$ cat src/hdl/epb_pkg.sv
// Purpose: constants for the external parallel bus block
// Assumes: 100 MHz ref_clk_i, 8-bit register port
// Notes: register offsets are local choices, the register file is small
package epb_pkg;
   localparam logic [1:0] EPB_ADDR_PIN_FUNCTION_SELECT = 2'h0;
   localparam logic [1:0] EPB_ADDR_AUX = 2'h1;
   localparam logic [1:0] EPB_ADDR_SPEED = 2'h2;
   localparam logic [1:0] EPB_ADDR_PTR_LO = 2'h3;
   localparam logic [7:0] EPB_RST_PIN_FUNCTION_SELECT = 8'h00;
   localparam logic [7:0] EPB_RST_AUX = 8'h00;
   localparam logic [7:0] EPB_RST_SPEED = 8'hFF;
   // pin function bits
   localparam int EPB_PF_PWM = 7;
   localparam int EPB_PF_TMR3 = 6;
   localparam int EPB_PF_T2EX = 5;
   localparam int EPB_PF_SER0 = 4;
   localparam int EPB_PF_BUS_EN = 3;
   localparam int EPB_PF_CS_OE = 2;
   localparam int EPB_PF_AH_OE = 1;
   localparam int EPB_PF_AL_OE = 0;
   // auxiliary bits
   localparam int EPB_AUX_TX = 7;
   localparam int EPB_AUX_RX = 6;
   localparam int EPB_AUX_SAFE = 5;
   localparam int EPB_AUX_CLK_EN = 4;
   localparam int EPB_AUX_FLAG2 = 3;
   localparam int EPB_AUX_AUTO_INC = 2;
   localparam int EPB_AUX_PSEL = 0;
   // speed fields
   localparam int EPB_SP1_SETUP = 7;
   localparam int EPB_SP1_HOLD = 6;
   localparam int EPB_SP1_WIDTH = 4;
   localparam int EPB_SP0_HOLD = 2;
   localparam int EPB_SP0_WIDTH = 0;
   localparam logic [4:0] EPB_SETUP_SHORT = 5'h02;
   localparam logic [4:0] EPB_SETUP_LONG = 5'h03;
   localparam logic [4:0] EPB_HOLD_SHORT = 5'h01;
   localparam logic [4:0] EPB_HOLD_LONG = 5'h02;
   localparam logic [3:0] EPB_LCLK_DIV = 4'hC;
   localparam logic [15:0] EPB_LOWER_BASE = 16'h4000;
   typedef enum logic [3:0] {
      EPB_IDLE = 4'b0001,
      EPB_SETUP = 4'b0010,
      EPB_STROBE = 4'b0100,
      EPB_HOLD = 4'b1000
   } epb_state_e;
endpackage

$ cat src/hdl/epb_bus.sv
// Purpose: external parallel bus engine with pin muxing and pointers
// Assumes: core issues one-cycle move requests; host port disable is a strap-like input
// Notes: lower region setup is fixed at two cycles; speed bit 3 is stored but unused
//
// Notes on behaviour
// - bus enable routes data and strobes
// - read strobe low, data captured on rise
// - write strobe low only during writes
// - lower select low for 4000h to 7FFFh
// - inverted bit on latch pin or other
// - select output off drives no select
// - high address byte on port 2 for pointer moves
// - port 0 multiplexes address and data
// - direct low address on port 4 pins
// - latch strobe high marks address valid
// - idle latch pin gives clock by twelve
// - clock disabled gives only latch pulses
// - pulses during access, divided clock idle
// - width codes give 2,4,8,16 cycles
// - upper setup two or three cycles
// - hold one or two cycles
// - auto increment active pointer after move
// - select bit chooses one of two pointers
// - auxiliary flags read-only, one user flag
// - higher priority function wins shared pin
// - remap bits move peripheral pins
//
// Our own choices: the register offsets and the plain strobed port.
`timescale 1ns/10ps
module epb_bus (
   input wire logic ref_clk_i,
   input wire logic sys_rst_i,
   input wire logic [1:0] reg_addr_i,
   input wire logic [7:0] reg_wdata_i,
   input wire logic reg_wr_i,
   input wire logic reg_rd_i,
   output logic [7:0] reg_rdata_o,
   input wire logic mov_req_i,
   input wire logic mov_write_i,
   input wire logic mov_use_ptr_i,
   input wire logic [15:0] mov_addr_i,
   input wire logic [7:0] mov_wdata_i,
   output logic mov_busy_o,
   output logic mov_done_o,
   output logic [7:0] mov_rdata_o,
   input wire logic ser0_tx_active_i,
   input wire logic ser0_rx_active_i,
   input wire logic safe_mode_active_i,
   input wire logic host_port1_disable_i,
   input wire logic pwm_claim_i,
   output logic [7:0] port0_o,
   output logic [7:0] port0_oe_n_o,
   input wire logic [7:0] port0_i,
   output logic [7:0] port2_o,
   output logic [7:0] port2_en_o,
   output logic [5:0] port4_o,
   output logic addr6_o,
   output logic write_strobe_n_o,
   output logic read_strobe_n_o,
   output logic lower_region_select_n_o,
   output logic top_select_p33_n_o,
   output logic top_select_p55_n_o,
   output logic top_select_p33_en_o,
   output logic top_select_p55_en_o,
   output logic latch_pin_o,
   output logic latch_pin_en_o,
   output logic [3:0] remap_o
);
   import epb_pkg::*;

   logic [7:0] pin_function_select;
   logic [7:0] aux_rw;
   logic [7:0] speed;
   logic [15:0] ptr0;
   logic [15:0] ptr1;
   epb_state_e state;
   logic [4:0] cnt;
   logic [15:0] addr;
   logic [7:0] wdata;
   logic is_write;
   logic used_ptr;
   logic [3:0] lclk_cnt;
   logic [7:0] aux_view;
   logic bus_en;
   logic upper;
   logic [4:0] setup_len;
   logic [4:0] hold_len;
   logic [4:0] width_len;
   logic [1:0] wcode;
   logic [15:0] act_addr;
   logic latch_active;

   assign bus_en = pin_function_select[EPB_PF_BUS_EN];
   assign upper = addr[15];

   // ---------------------------------------------------------------
   // register port
   // ---------------------------------------------------------------
   assign aux_view = {ser0_tx_active_i, ser0_rx_active_i, safe_mode_active_i,
                      aux_rw[EPB_AUX_CLK_EN], aux_rw[EPB_AUX_FLAG2],
                      aux_rw[EPB_AUX_AUTO_INC], 1'b0, aux_rw[EPB_AUX_PSEL]};

   always_ff @(posedge ref_clk_i) begin
      if (sys_rst_i) begin
         pin_function_select <= EPB_RST_PIN_FUNCTION_SELECT;
         aux_rw <= EPB_RST_AUX;
         speed <= EPB_RST_SPEED;
      end else if (reg_wr_i) begin
         case (reg_addr_i)
            EPB_ADDR_PIN_FUNCTION_SELECT: pin_function_select <= reg_wdata_i;
            EPB_ADDR_AUX: aux_rw <= reg_wdata_i & 8'h1D;
            EPB_ADDR_SPEED: speed <= reg_wdata_i;
            default: ;
         endcase
      end
   end

   always_ff @(posedge ref_clk_i) begin
      if (sys_rst_i) begin
         reg_rdata_o <= 8'h00;
      end else if (reg_rd_i) begin
         case (reg_addr_i)
            EPB_ADDR_PIN_FUNCTION_SELECT: reg_rdata_o <= pin_function_select;
            EPB_ADDR_AUX: reg_rdata_o <= aux_view;
            EPB_ADDR_SPEED: reg_rdata_o <= speed;
            default: reg_rdata_o <= aux_rw[EPB_AUX_PSEL] ? ptr1[7:0] : ptr0[7:0];
         endcase
      end else begin
         reg_rdata_o <= 8'h00;
      end
   end

   // ---------------------------------------------------------------
   // timing selection
   // ---------------------------------------------------------------
   assign wcode = upper ? speed[EPB_SP1_WIDTH +: 2] : speed[EPB_SP0_WIDTH +: 2];
   assign width_len = 5'h02 << wcode;
   assign setup_len = (upper && speed[EPB_SP1_SETUP]) ? EPB_SETUP_LONG
                                                      : EPB_SETUP_SHORT;
   assign hold_len = (upper ? speed[EPB_SP1_HOLD] : speed[EPB_SP0_HOLD])
                     ? EPB_HOLD_LONG : EPB_HOLD_SHORT;
   assign act_addr = !mov_use_ptr_i ? mov_addr_i
                   : (aux_rw[EPB_AUX_PSEL] ? ptr1 : ptr0);

   // ---------------------------------------------------------------
   // access sequencer
   // ---------------------------------------------------------------
   // a request during an access is ignored; the core waits on busy
   always_ff @(posedge ref_clk_i) begin
      if (sys_rst_i) begin
         state <= EPB_IDLE;
         cnt <= 5'h00;
         addr <= 16'h0000;
         wdata <= 8'h00;
         is_write <= 1'b0;
         used_ptr <= 1'b0;
      end else begin
         case (state)
            EPB_IDLE: begin
               if (mov_req_i && bus_en) begin
                  state <= EPB_SETUP;
                  addr <= act_addr;
                  wdata <= mov_wdata_i;
                  is_write <= mov_write_i;
                  used_ptr <= mov_use_ptr_i;
                  cnt <= 5'h01;
               end
            end
            EPB_SETUP: begin
               if (cnt >= setup_len) begin
                  state <= EPB_STROBE;
                  cnt <= 5'h01;
               end else begin
                  cnt <= cnt + 5'h01;
               end
            end
            EPB_STROBE: begin
               if (cnt >= width_len) begin
                  state <= EPB_HOLD;
                  cnt <= 5'h01;
               end else begin
                  cnt <= cnt + 5'h01;
               end
            end
            EPB_HOLD: begin
               if (cnt >= hold_len) begin
                  state <= EPB_IDLE;
                  cnt <= 5'h00;
               end else begin
                  cnt <= cnt + 5'h01;
               end
            end
            default: state <= EPB_IDLE;
         endcase
      end
   end

   always_ff @(posedge ref_clk_i) begin
      if (sys_rst_i) begin
         mov_rdata_o <= 8'h00;
      end else if (state == EPB_STROBE && cnt >= width_len && !is_write) begin
         mov_rdata_o <= port0_i;
      end
   end

   always_ff @(posedge ref_clk_i) begin
      if (sys_rst_i) begin
         mov_done_o <= 1'b0;
      end else begin
         mov_done_o <= (state == EPB_HOLD) && (cnt >= hold_len);
      end
   end

   // ---------------------------------------------------------------
   // data pointers
   // ---------------------------------------------------------------
   always_ff @(posedge ref_clk_i) begin
      if (sys_rst_i) begin
         ptr0 <= 16'h0000;
         ptr1 <= 16'h0000;
      end else if (state == EPB_HOLD && cnt >= hold_len && used_ptr
                   && aux_rw[EPB_AUX_AUTO_INC]) begin
         if (aux_rw[EPB_AUX_PSEL]) begin
            ptr1 <= ptr1 + 16'h0001;
         end else begin
            ptr0 <= ptr0 + 16'h0001;
         end
      end else if (reg_wr_i && reg_addr_i == EPB_ADDR_PTR_LO) begin
         if (aux_rw[EPB_AUX_PSEL]) begin
            ptr1 <= {ptr1[15:8], reg_wdata_i};
         end else begin
            ptr0 <= {ptr0[15:8], reg_wdata_i};
         end
      end
   end

   // ---------------------------------------------------------------
   // latch pin clock, one high cycle in twelve
   // ---------------------------------------------------------------
   always_ff @(posedge ref_clk_i) begin
      if (sys_rst_i) begin
         lclk_cnt <= 4'h0;
      end else if (lclk_cnt == EPB_LCLK_DIV - 4'h1) begin
         lclk_cnt <= 4'h0;
      end else begin
         lclk_cnt <= lclk_cnt + 4'h1;
      end
   end

   // ---------------------------------------------------------------
   // pin drive
   // ---------------------------------------------------------------
   assign mov_busy_o = (state != EPB_IDLE);
   assign latch_active = host_port1_disable_i
      && (aux_rw[EPB_AUX_CLK_EN] || (bus_en && !pin_function_select[EPB_PF_AL_OE]));

   always_comb begin
      port0_o = wdata;
      port0_oe_n_o = 8'hFF;
      if (bus_en && state != EPB_IDLE) begin
         if (!pin_function_select[EPB_PF_AL_OE] && state == EPB_SETUP) begin
            port0_o = addr[7:0];
            port0_oe_n_o = 8'h00;
         end else if (is_write) begin
            port0_oe_n_o = 8'h00;
         end
      end
   end

   // pwm claim outranks the high address byte on P2.4/P2.5
   always_comb begin
      port2_o = addr[15:8];
      port2_en_o = 8'h00;
      if (bus_en && pin_function_select[EPB_PF_AH_OE] && used_ptr && state != EPB_IDLE) begin
         port2_en_o = 8'hFF;
         if (pwm_claim_i && !pin_function_select[EPB_PF_PWM]) begin
            port2_en_o[5:4] = 2'b00;
         end
      end
      if (bus_en && pin_function_select[EPB_PF_AL_OE]) begin
         port2_o[7] = addr[7];
         port2_en_o[7] = (state != EPB_IDLE);
      end
   end

   assign port4_o = addr[5:0];
   assign addr6_o = addr[6];
   assign write_strobe_n_o = !(bus_en && state == EPB_STROBE && is_write);
   assign read_strobe_n_o = !(bus_en && state == EPB_STROBE && !is_write);
   assign lower_region_select_n_o = !(bus_en && pin_function_select[EPB_PF_CS_OE]
      && state != EPB_IDLE && addr[15:14] == EPB_LOWER_BASE[15:14]);
   assign top_select_p33_n_o = !(state != EPB_IDLE && addr[15]);
   assign top_select_p55_n_o = top_select_p33_n_o;
   assign top_select_p33_en_o = bus_en && pin_function_select[EPB_PF_CS_OE] && !latch_active;
   assign top_select_p55_en_o = bus_en && pin_function_select[EPB_PF_CS_OE] && latch_active;
   assign latch_pin_en_o = latch_active;

   always_comb begin
      latch_pin_o = 1'b0;
      if (bus_en && !pin_function_select[EPB_PF_AL_OE] && state != EPB_IDLE) begin
         latch_pin_o = (state == EPB_SETUP) && (cnt == 5'h01);
      end else if (aux_rw[EPB_AUX_CLK_EN] && state == EPB_IDLE) begin
         latch_pin_o = (lclk_cnt == 4'h0);
      end
   end

   assign remap_o = pin_function_select[EPB_PF_PWM:EPB_PF_SER0];

   // ---------------------------------------------------------------
   // checks
   // ---------------------------------------------------------------
   AST_WR_ONLY_WRITE: assert property (@(posedge ref_clk_i) disable iff (sys_rst_i)
      !write_strobe_n_o |-> is_write && state == EPB_STROBE)
      else $error("write strobe outside write access");
   AST_RD_CAPTURE: assert property (@(posedge ref_clk_i) disable iff (sys_rst_i)
      (!read_strobe_n_o && cnt >= width_len) |=> mov_rdata_o == $past(port0_i))
      else $error("read data not captured");
   AST_LOWER_SEL: assert property (@(posedge ref_clk_i) disable iff (sys_rst_i)
      !lower_region_select_n_o |-> addr[15:14] == 2'b01)
      else $error("lower select outside range");
   AST_TOP_PIN: assert property (@(posedge ref_clk_i) disable iff (sys_rst_i)
      !(top_select_p33_en_o && top_select_p55_en_o))
      else $error("both top select pins enabled");
   AST_NO_SEL: assert property (@(posedge ref_clk_i) disable iff (sys_rst_i)
      !pin_function_select[EPB_PF_CS_OE] |-> !top_select_p33_en_o && !top_select_p55_en_o)
      else $error("select driven while disabled");
   AST_SETUP_LEN: assert property (@(posedge ref_clk_i) disable iff (sys_rst_i)
      $rose(state == EPB_STROBE) |-> $past(cnt) == setup_len)
      else $error("setup time wrong");
   AST_WIDTH: assert property (@(posedge ref_clk_i) disable iff (sys_rst_i)
      $rose(state == EPB_HOLD) |-> $past(cnt) == width_len)
      else $error("strobe width wrong");
   AST_ORDER: assert property (@(posedge ref_clk_i) disable iff (sys_rst_i)
      state == EPB_IDLE && $past(state) != EPB_IDLE |-> $past(state) == EPB_HOLD)
      else $error("access sequence out of order");
   AST_INC: assert property (@(posedge ref_clk_i) disable iff (sys_rst_i)
      (mov_done_o && used_ptr && aux_rw[EPB_AUX_AUTO_INC] && !aux_rw[EPB_AUX_PSEL]
       && $stable(aux_rw)) |-> ptr0 == $past(ptr0) + 16'h0001)
      else $error("pointer increment timing");
   COV_READ: cover property (@(posedge ref_clk_i) mov_done_o && !is_write);
   COV_WRITE: cover property (@(posedge ref_clk_i) mov_done_o && is_write);
   COV_UPPER: cover property (@(posedge ref_clk_i) !top_select_p33_n_o && mov_busy_o);
endmodule // epb_bus

$ cat config.mk
export PLATFORM = sky130hd
export DESIGN_NAME = epb_bus
export DESIGN_NICKNAME = d
export VERILOG_FILES = /design/src/hdl/epb_pkg.sv /design/src/hdl/epb_bus.sv
export SDC_FILE = /design/constraint.sdc
export NUM_CORES = 1
export LEC_CHECK = 0
export BUFFER_PORTS_ARGS = -buffer_cell sky130_fd_sc_hd__buf_4
export CORE_MARGIN = 2
export CORE_UTILIZATION = 35
export DETAILED_ROUTE_END_ITERATION = 8
export GPL_TIMING_DRIVEN = 0
export PLACE_DENSITY_LB_ADDON = 0.25
export SETUP_SLACK_MARGIN = 0.05
export SYNTH_ARGS = -nofsm -noshare
export SYNTH_HDL_FRONTEND = slang
export SYNTH_SLANG_ARGS = --single-unit
$ cat constraint.sdc
create_clock -name ref_clk_i -period 2.9 [get_ports ref_clk_i]
set_input_delay 0.58 -clock ref_clk_i [delete_from_list [all_inputs] [get_ports ref_clk_i]]
set_output_delay 0.58 -clock ref_clk_i [all_outputs]
set_load 0.02 [all_outputs]
==> flow_results.xml <==
<?xml version="1.0" encoding="UTF-8"?>
<metrics>
  <group name="drt">
    <metric name="routed_via_count" unit="">5779</metric>
    <metric name="firstDrtPassIters" unit="">6</metric>
    <metric name="antenna_left" unit="">0</metric>
    <metric name="routed_wire_length_per_instance" unit="microns">17.15</metric>
    <metric name="drt-vias-per-instance" unit="">5.321</metric>
    <metric name="initialDrtViolationCount" unit="">505</metric>
    <metric name="totalWireLength" unit="mm">18.62</metric>
    <metric name="drc_errors" unit="">0</metric>
  </group>
  <group name="setup_path">
    <metric name="timing.critical_path.to" unit="">ptr1[13]</metric>
    <metric name="timing.reg2reg.setup_slack" unit="ns">0.14</metric>
    <metric name="start_kind" unit="">flop</metric>
    <metric name="largest_fanout_on_the_critical_path" unit="">10</metric>
    <metric name="timing.rr.start" unit="">addr[15]</metric>
    <metric name="category_of_the_worst_setup_path_capture_point" unit="">flop</metric>
    <metric name="worst-endpoint-required" unit="ns">3.19</metric>
    <metric name="cp_data_arrival_time" unit="ns">3.05</metric>
    <metric name="r2r-end" unit="">ptr1[13]</metric>
    <metric name="timing_worst_setup_path_type" unit="">flop to flop</metric>
    <metric name="timing.critical_path.from" unit="">addr[15]</metric>
    <metric name="timing.reg2reg.worst_path_depth" unit="">10</metric>
  </group>
  <group name="timing">
    <metric name="layout_worst_path_cycle_share" unit="%">95.26</metric>
    <metric name="normalized_max_slew_margin" unit="%">42.83</metric>
    <metric name="hold_violation_count_in_the_final_report" unit="">0</metric>
    <metric name="max_freq" unit="GHz">0.3620</metric>
    <metric name="skew" unit="ns">0.01188</metric>
    <metric name="tightest_slew" unit="ns">0.8503</metric>
    <metric name="period_minus_slack" unit="ns">2.763</metric>
    <metric name="timing_max_transition_violations_final" unit="">0</metric>
    <metric name="setup-violations-final" unit="">0</metric>
    <metric name="grt_setup_unrepaired" unit="">yes</metric>
    <metric name="setup_total_negative_slack" unit="ns">0</metric>
  </group>
  <group name="place">
    <metric name="io_buffers" unit="">121</metric>
    <metric name="dp_cells" unit="">1071</metric>
    <metric name="place_congestion" unit="">0.9340</metric>
    <metric name="detailedPlacementHpwl" unit="mm">14.03</metric>
  </group>
  <group name="final_layout">
    <metric name="finish.net_count" unit="">929</metric>
    <metric name="antennaDiodeCount" unit="">0</metric>
    <metric name="syn2layout_area_growth" unit="%">26.42</metric>
    <metric name="fraction_of_layout_cells_with_a_size_suffix_above_1" unit="%">24.02</metric>
    <metric name="final_core_utilization" unit="%">45.00</metric>
    <metric name="finish.cell_count_without_fillers" unit="">1086</metric>
  </group>
  <group name="global_route">
    <metric name="globalRoute.totalOverflow" unit="">0</metric>
    <metric name="antenna_found_initial" unit="">0</metric>
    <metric name="maximum_number_of_pins_on_one_net_before_global_route_repair" unit="">17</metric>
    <metric name="vias_in_the_first_global_route" unit="">5337</metric>
    <metric name="globalRouteTotalUtil" unit="%">20.83</metric>
    <metric name="wire_length_of_the_first_global_routing_pass" unit="mm">28.98</metric>
  </group>
  <group name="synth">
    <metric name="synth.area.top_cells" unit="">dfxtp_1 37%, nand2_1 6.8%, mux2i_1 6.1%, a21oi_1 5.3%, nor2_1 4.0%</metric>
    <metric name="synth.ff_latch_count" unit="">108</metric>
    <metric name="synth_top_flop_cell" unit="">dfxtp_1</metric>
    <metric name="postSynth.asyncResetShare" unit="%">0</metric>
    <metric name="syn_area" unit="sq um">5882</metric>
    <metric name="synth_nets" unit="">797</metric>
    <metric name="yosysTopAreaCell" unit="">dfxtp_1</metric>
    <metric name="synth_sequential_area_ratio" unit="%">36.76</metric>
    <metric name="synth_warnings" unit="">0</metric>
    <metric name="synth_cell_types" unit="">58</metric>
    <metric name="synth_top_cell_area_share" unit="%">36.76</metric>
    <metric name="synth.avg_cell_area" unit="sq um">8.057</metric>
    <metric name="number_of_synthesized_flops_with_an_enable_pin" unit="">0</metric>
    <metric name="post_synth_inst_count" unit="">730</metric>
  </group>
  <group name="hold_path">
    <metric name="hold_path_class" unit="">flop to flop</metric>
  </group>
  <group name="power">
    <metric name="cellLeakagePower" unit="uW">0.002923</metric>
    <metric name="power.density" unit="nW/um^2">413.9</metric>
    <metric name="ir_worst_vdd" unit="uV">311.3</metric>
  </group>
  <group name="job">
    <metric name="max_cap_viol_count" unit="">0</metric>
  </group>
  <group name="floorplanning">
    <metric name="initial_core_util" unit="%">35.59</metric>
    <metric name="die_footprint" unit="sq um">17860</metric>
    <metric name="dieWidth" unit="microns">133.6</metric>
    <metric name="die-height" unit="microns">133.6</metric>
    <metric name="floorplan.core_area" unit="sq um">16520</metric>
    <metric name="io_pins" unit="">124</metric>
    <metric name="placement_rows" unit="">47</metric>
  </group>
  <group name="cts">
    <metric name="worst_skew_pair_latency" unit="ns">0.36</metric>
    <metric name="cts_inserted_buffers" unit="">9</metric>
    <metric name="clock-sinks" unit="">108</metric>
    <metric name="h-tree-depth" unit="">3</metric>
    <metric name="clk_pin_slew_worst_paths" unit="ns">0.07</metric>
    <metric name="clock_path_buffers" unit="">2</metric>
    <metric name="clk_root_buffer_cell" unit="">clkbuf_16</metric>
    <metric name="post_cts_hold_buffer_count" unit="">0</metric>
    <metric name="tritoncts" unit="">done</metric>
  </group>
  <group name="run_status">
    <metric name="status" unit="">completed</metric>
  </group>
</metrics>
-- cell families (layout without fill, tap and decap cells) --
kind of cell | count (synthesis) | count (layout) | synth area share (%)
flip-flops | 108 | 108 | 36.76
XOR/XNOR | 6 | 6 | 0.8934
buffers and inverters | 91 | 227 | 7.913
AO/OA/AOI/OAI | 178 | 178 | 19.70
adder cells (fa/ha/maj) | 13 | 13 | 2.765
multiplexers | 47 | 47 | 8.232
AND/OR/NAND/NOR | 287 | 287 | 23.74
-- state kept, by name, summed over array words and instances (netlist names) --
signal               cells
wdata                    8
cnt                      5
is_write                 1
used_ptr                 1
ptr1                    16
lclk_cnt                 4
addr                    16
mov_rdata_o              8
speed                    8
state                    4
ptr0                    16
pin_function_select      8
reg_rdata_o              8
aux_rw                   4
mov_done_o               1
-- area by class of cell --
class	instances	area, sq um
timing repair buffer	122	915.9
inverter	14	52.55
sequential	108	2165
tap	220	275.3
fill	1675	9089
buffer	76	435.4
clock buffer	11	252.7
multi-input combinational	531	3316
clock inverter	4	23.77
-- timing repair --
action                                 4_1_cts  5_1_grt
setup endpoints to repair                   49       28
setup buffers                                1        0
pin swaps                                    1        0
gates resized for setup                     16        7
endpoints found under the hold margin        0        0
-- routing by layer --
layer	part of all wire [%]	track usage [%]	up-vias
met5	0	0	-
met4	2.4	8.392	0
met3	5.8	3.387	31
met2	46	32.73	210
met1	46	28.52	2681
li1	-	-	2857
-- layout by cell type, fill, tap and decap left out, types with 14 or more instances in the layout --
master    count
o211ai_1     21
nor2_1       63
nand2_1     105
inv_1        14
a211oi_1     20
a21oi_1      61
o21ai_0      27
buf_4       152
mux2i_1      35
clkbuf_1     31
nand3_1      24
dfxtp_1     106
-- how the worst min path moves through the flow --
stage | slack (ns) | cells past startpoint | start | endpoint
4_1_cts | 0.45 | 3 | port0_i[1] | mov_rdata_o[1]
3_5_place_dp | 0.44 | 2 | wdata[1] | wdata[1]
5_1_grt | 0.45 | 3 | port0_i[5] | mov_rdata_o[5]
3_3_place_gp | 0.44 | 2 | wdata[1] | wdata[1]
6_report | 0.45 | 2 | wdata[1] | wdata[1]
2_1_floorplan | 0.43 | 2 | wdata[0] | wdata[0]
-- power breakdown --
group,leakage [uW],total [uW],internal (uW),switching [uW]
Sequential,0.000876,1540,1510,32.0
Clock,0.000142,1200,624,573
Combinational,0.00191,335,136,200
Total,0.00292,3080,2270,804
-- stage by stage --
step           power (uW)  instance area (sq um)  hold slack [ns]  worst slack [ns]
6_report             3077                   7436           0.4541            0.1374
4_1_cts              3096                   7412           0.4468           0.08008
5_1_grt              3205                   7436           0.4519           0.03917
2_1_floorplan        1745                   5882           0.4329            0.1479
3_3_place_gp         1902                   7066           0.4407           -0.5186
3_5_place_dp         1903                   7066           0.4436           -0.5430
-- Yosys cell counts (3+ instances only) --
| cell | instances |
|---|---|
| nand2_1 | 106 |
| o31ai_1 | 6 |
| nand2b_1 | 7 |
| o32ai_1 | 5 |
| o21ai_0 | 27 |
| nor3b_1 | 4 |
| a31oi_1 | 6 |
| nor2_1 | 63 |
| clkbuf_1 | 34 |
| nor3_1 | 12 |
| mux2i_1 | 36 |
| a21o_1 | 3 |
| nor4b_1 | 8 |
| o211ai_1 | 21 |
| or4_1 | 5 |
| nand4_1 | 6 |
| inv_1 | 14 |
| a21oi_1 | 62 |
| and3_1 | 10 |
| or3_1 | 9 |
| nor2b_1 | 12 |
| mux2_2 | 11 |
| buf_4 | 30 |
| a211o_1 | 6 |
| a211oi_1 | 20 |
| nand3_1 | 24 |
| buf_1 | 4 |
| nor4_1 | 8 |
| dfxtp_1 | 108 |
| o21a_1 | 3 |
| buf_2 | 7 |
| ha_1 | 13 |
| xnor2_1 | 4 |
-- critical path: stages (launching register included) --
cell	delay, ns
dfxtp_2	0.36
clkbuf_8	0.18
mux2i_4	0.20
ha_1	0.27
nand2b_1	0.16
a211oi_4	0.10
buf_4	0.18
or4_1	0.51
buf_2	0.18
or4_1	0.40
a21oi_1	0.14
Power figures use the tool's default switching activity.
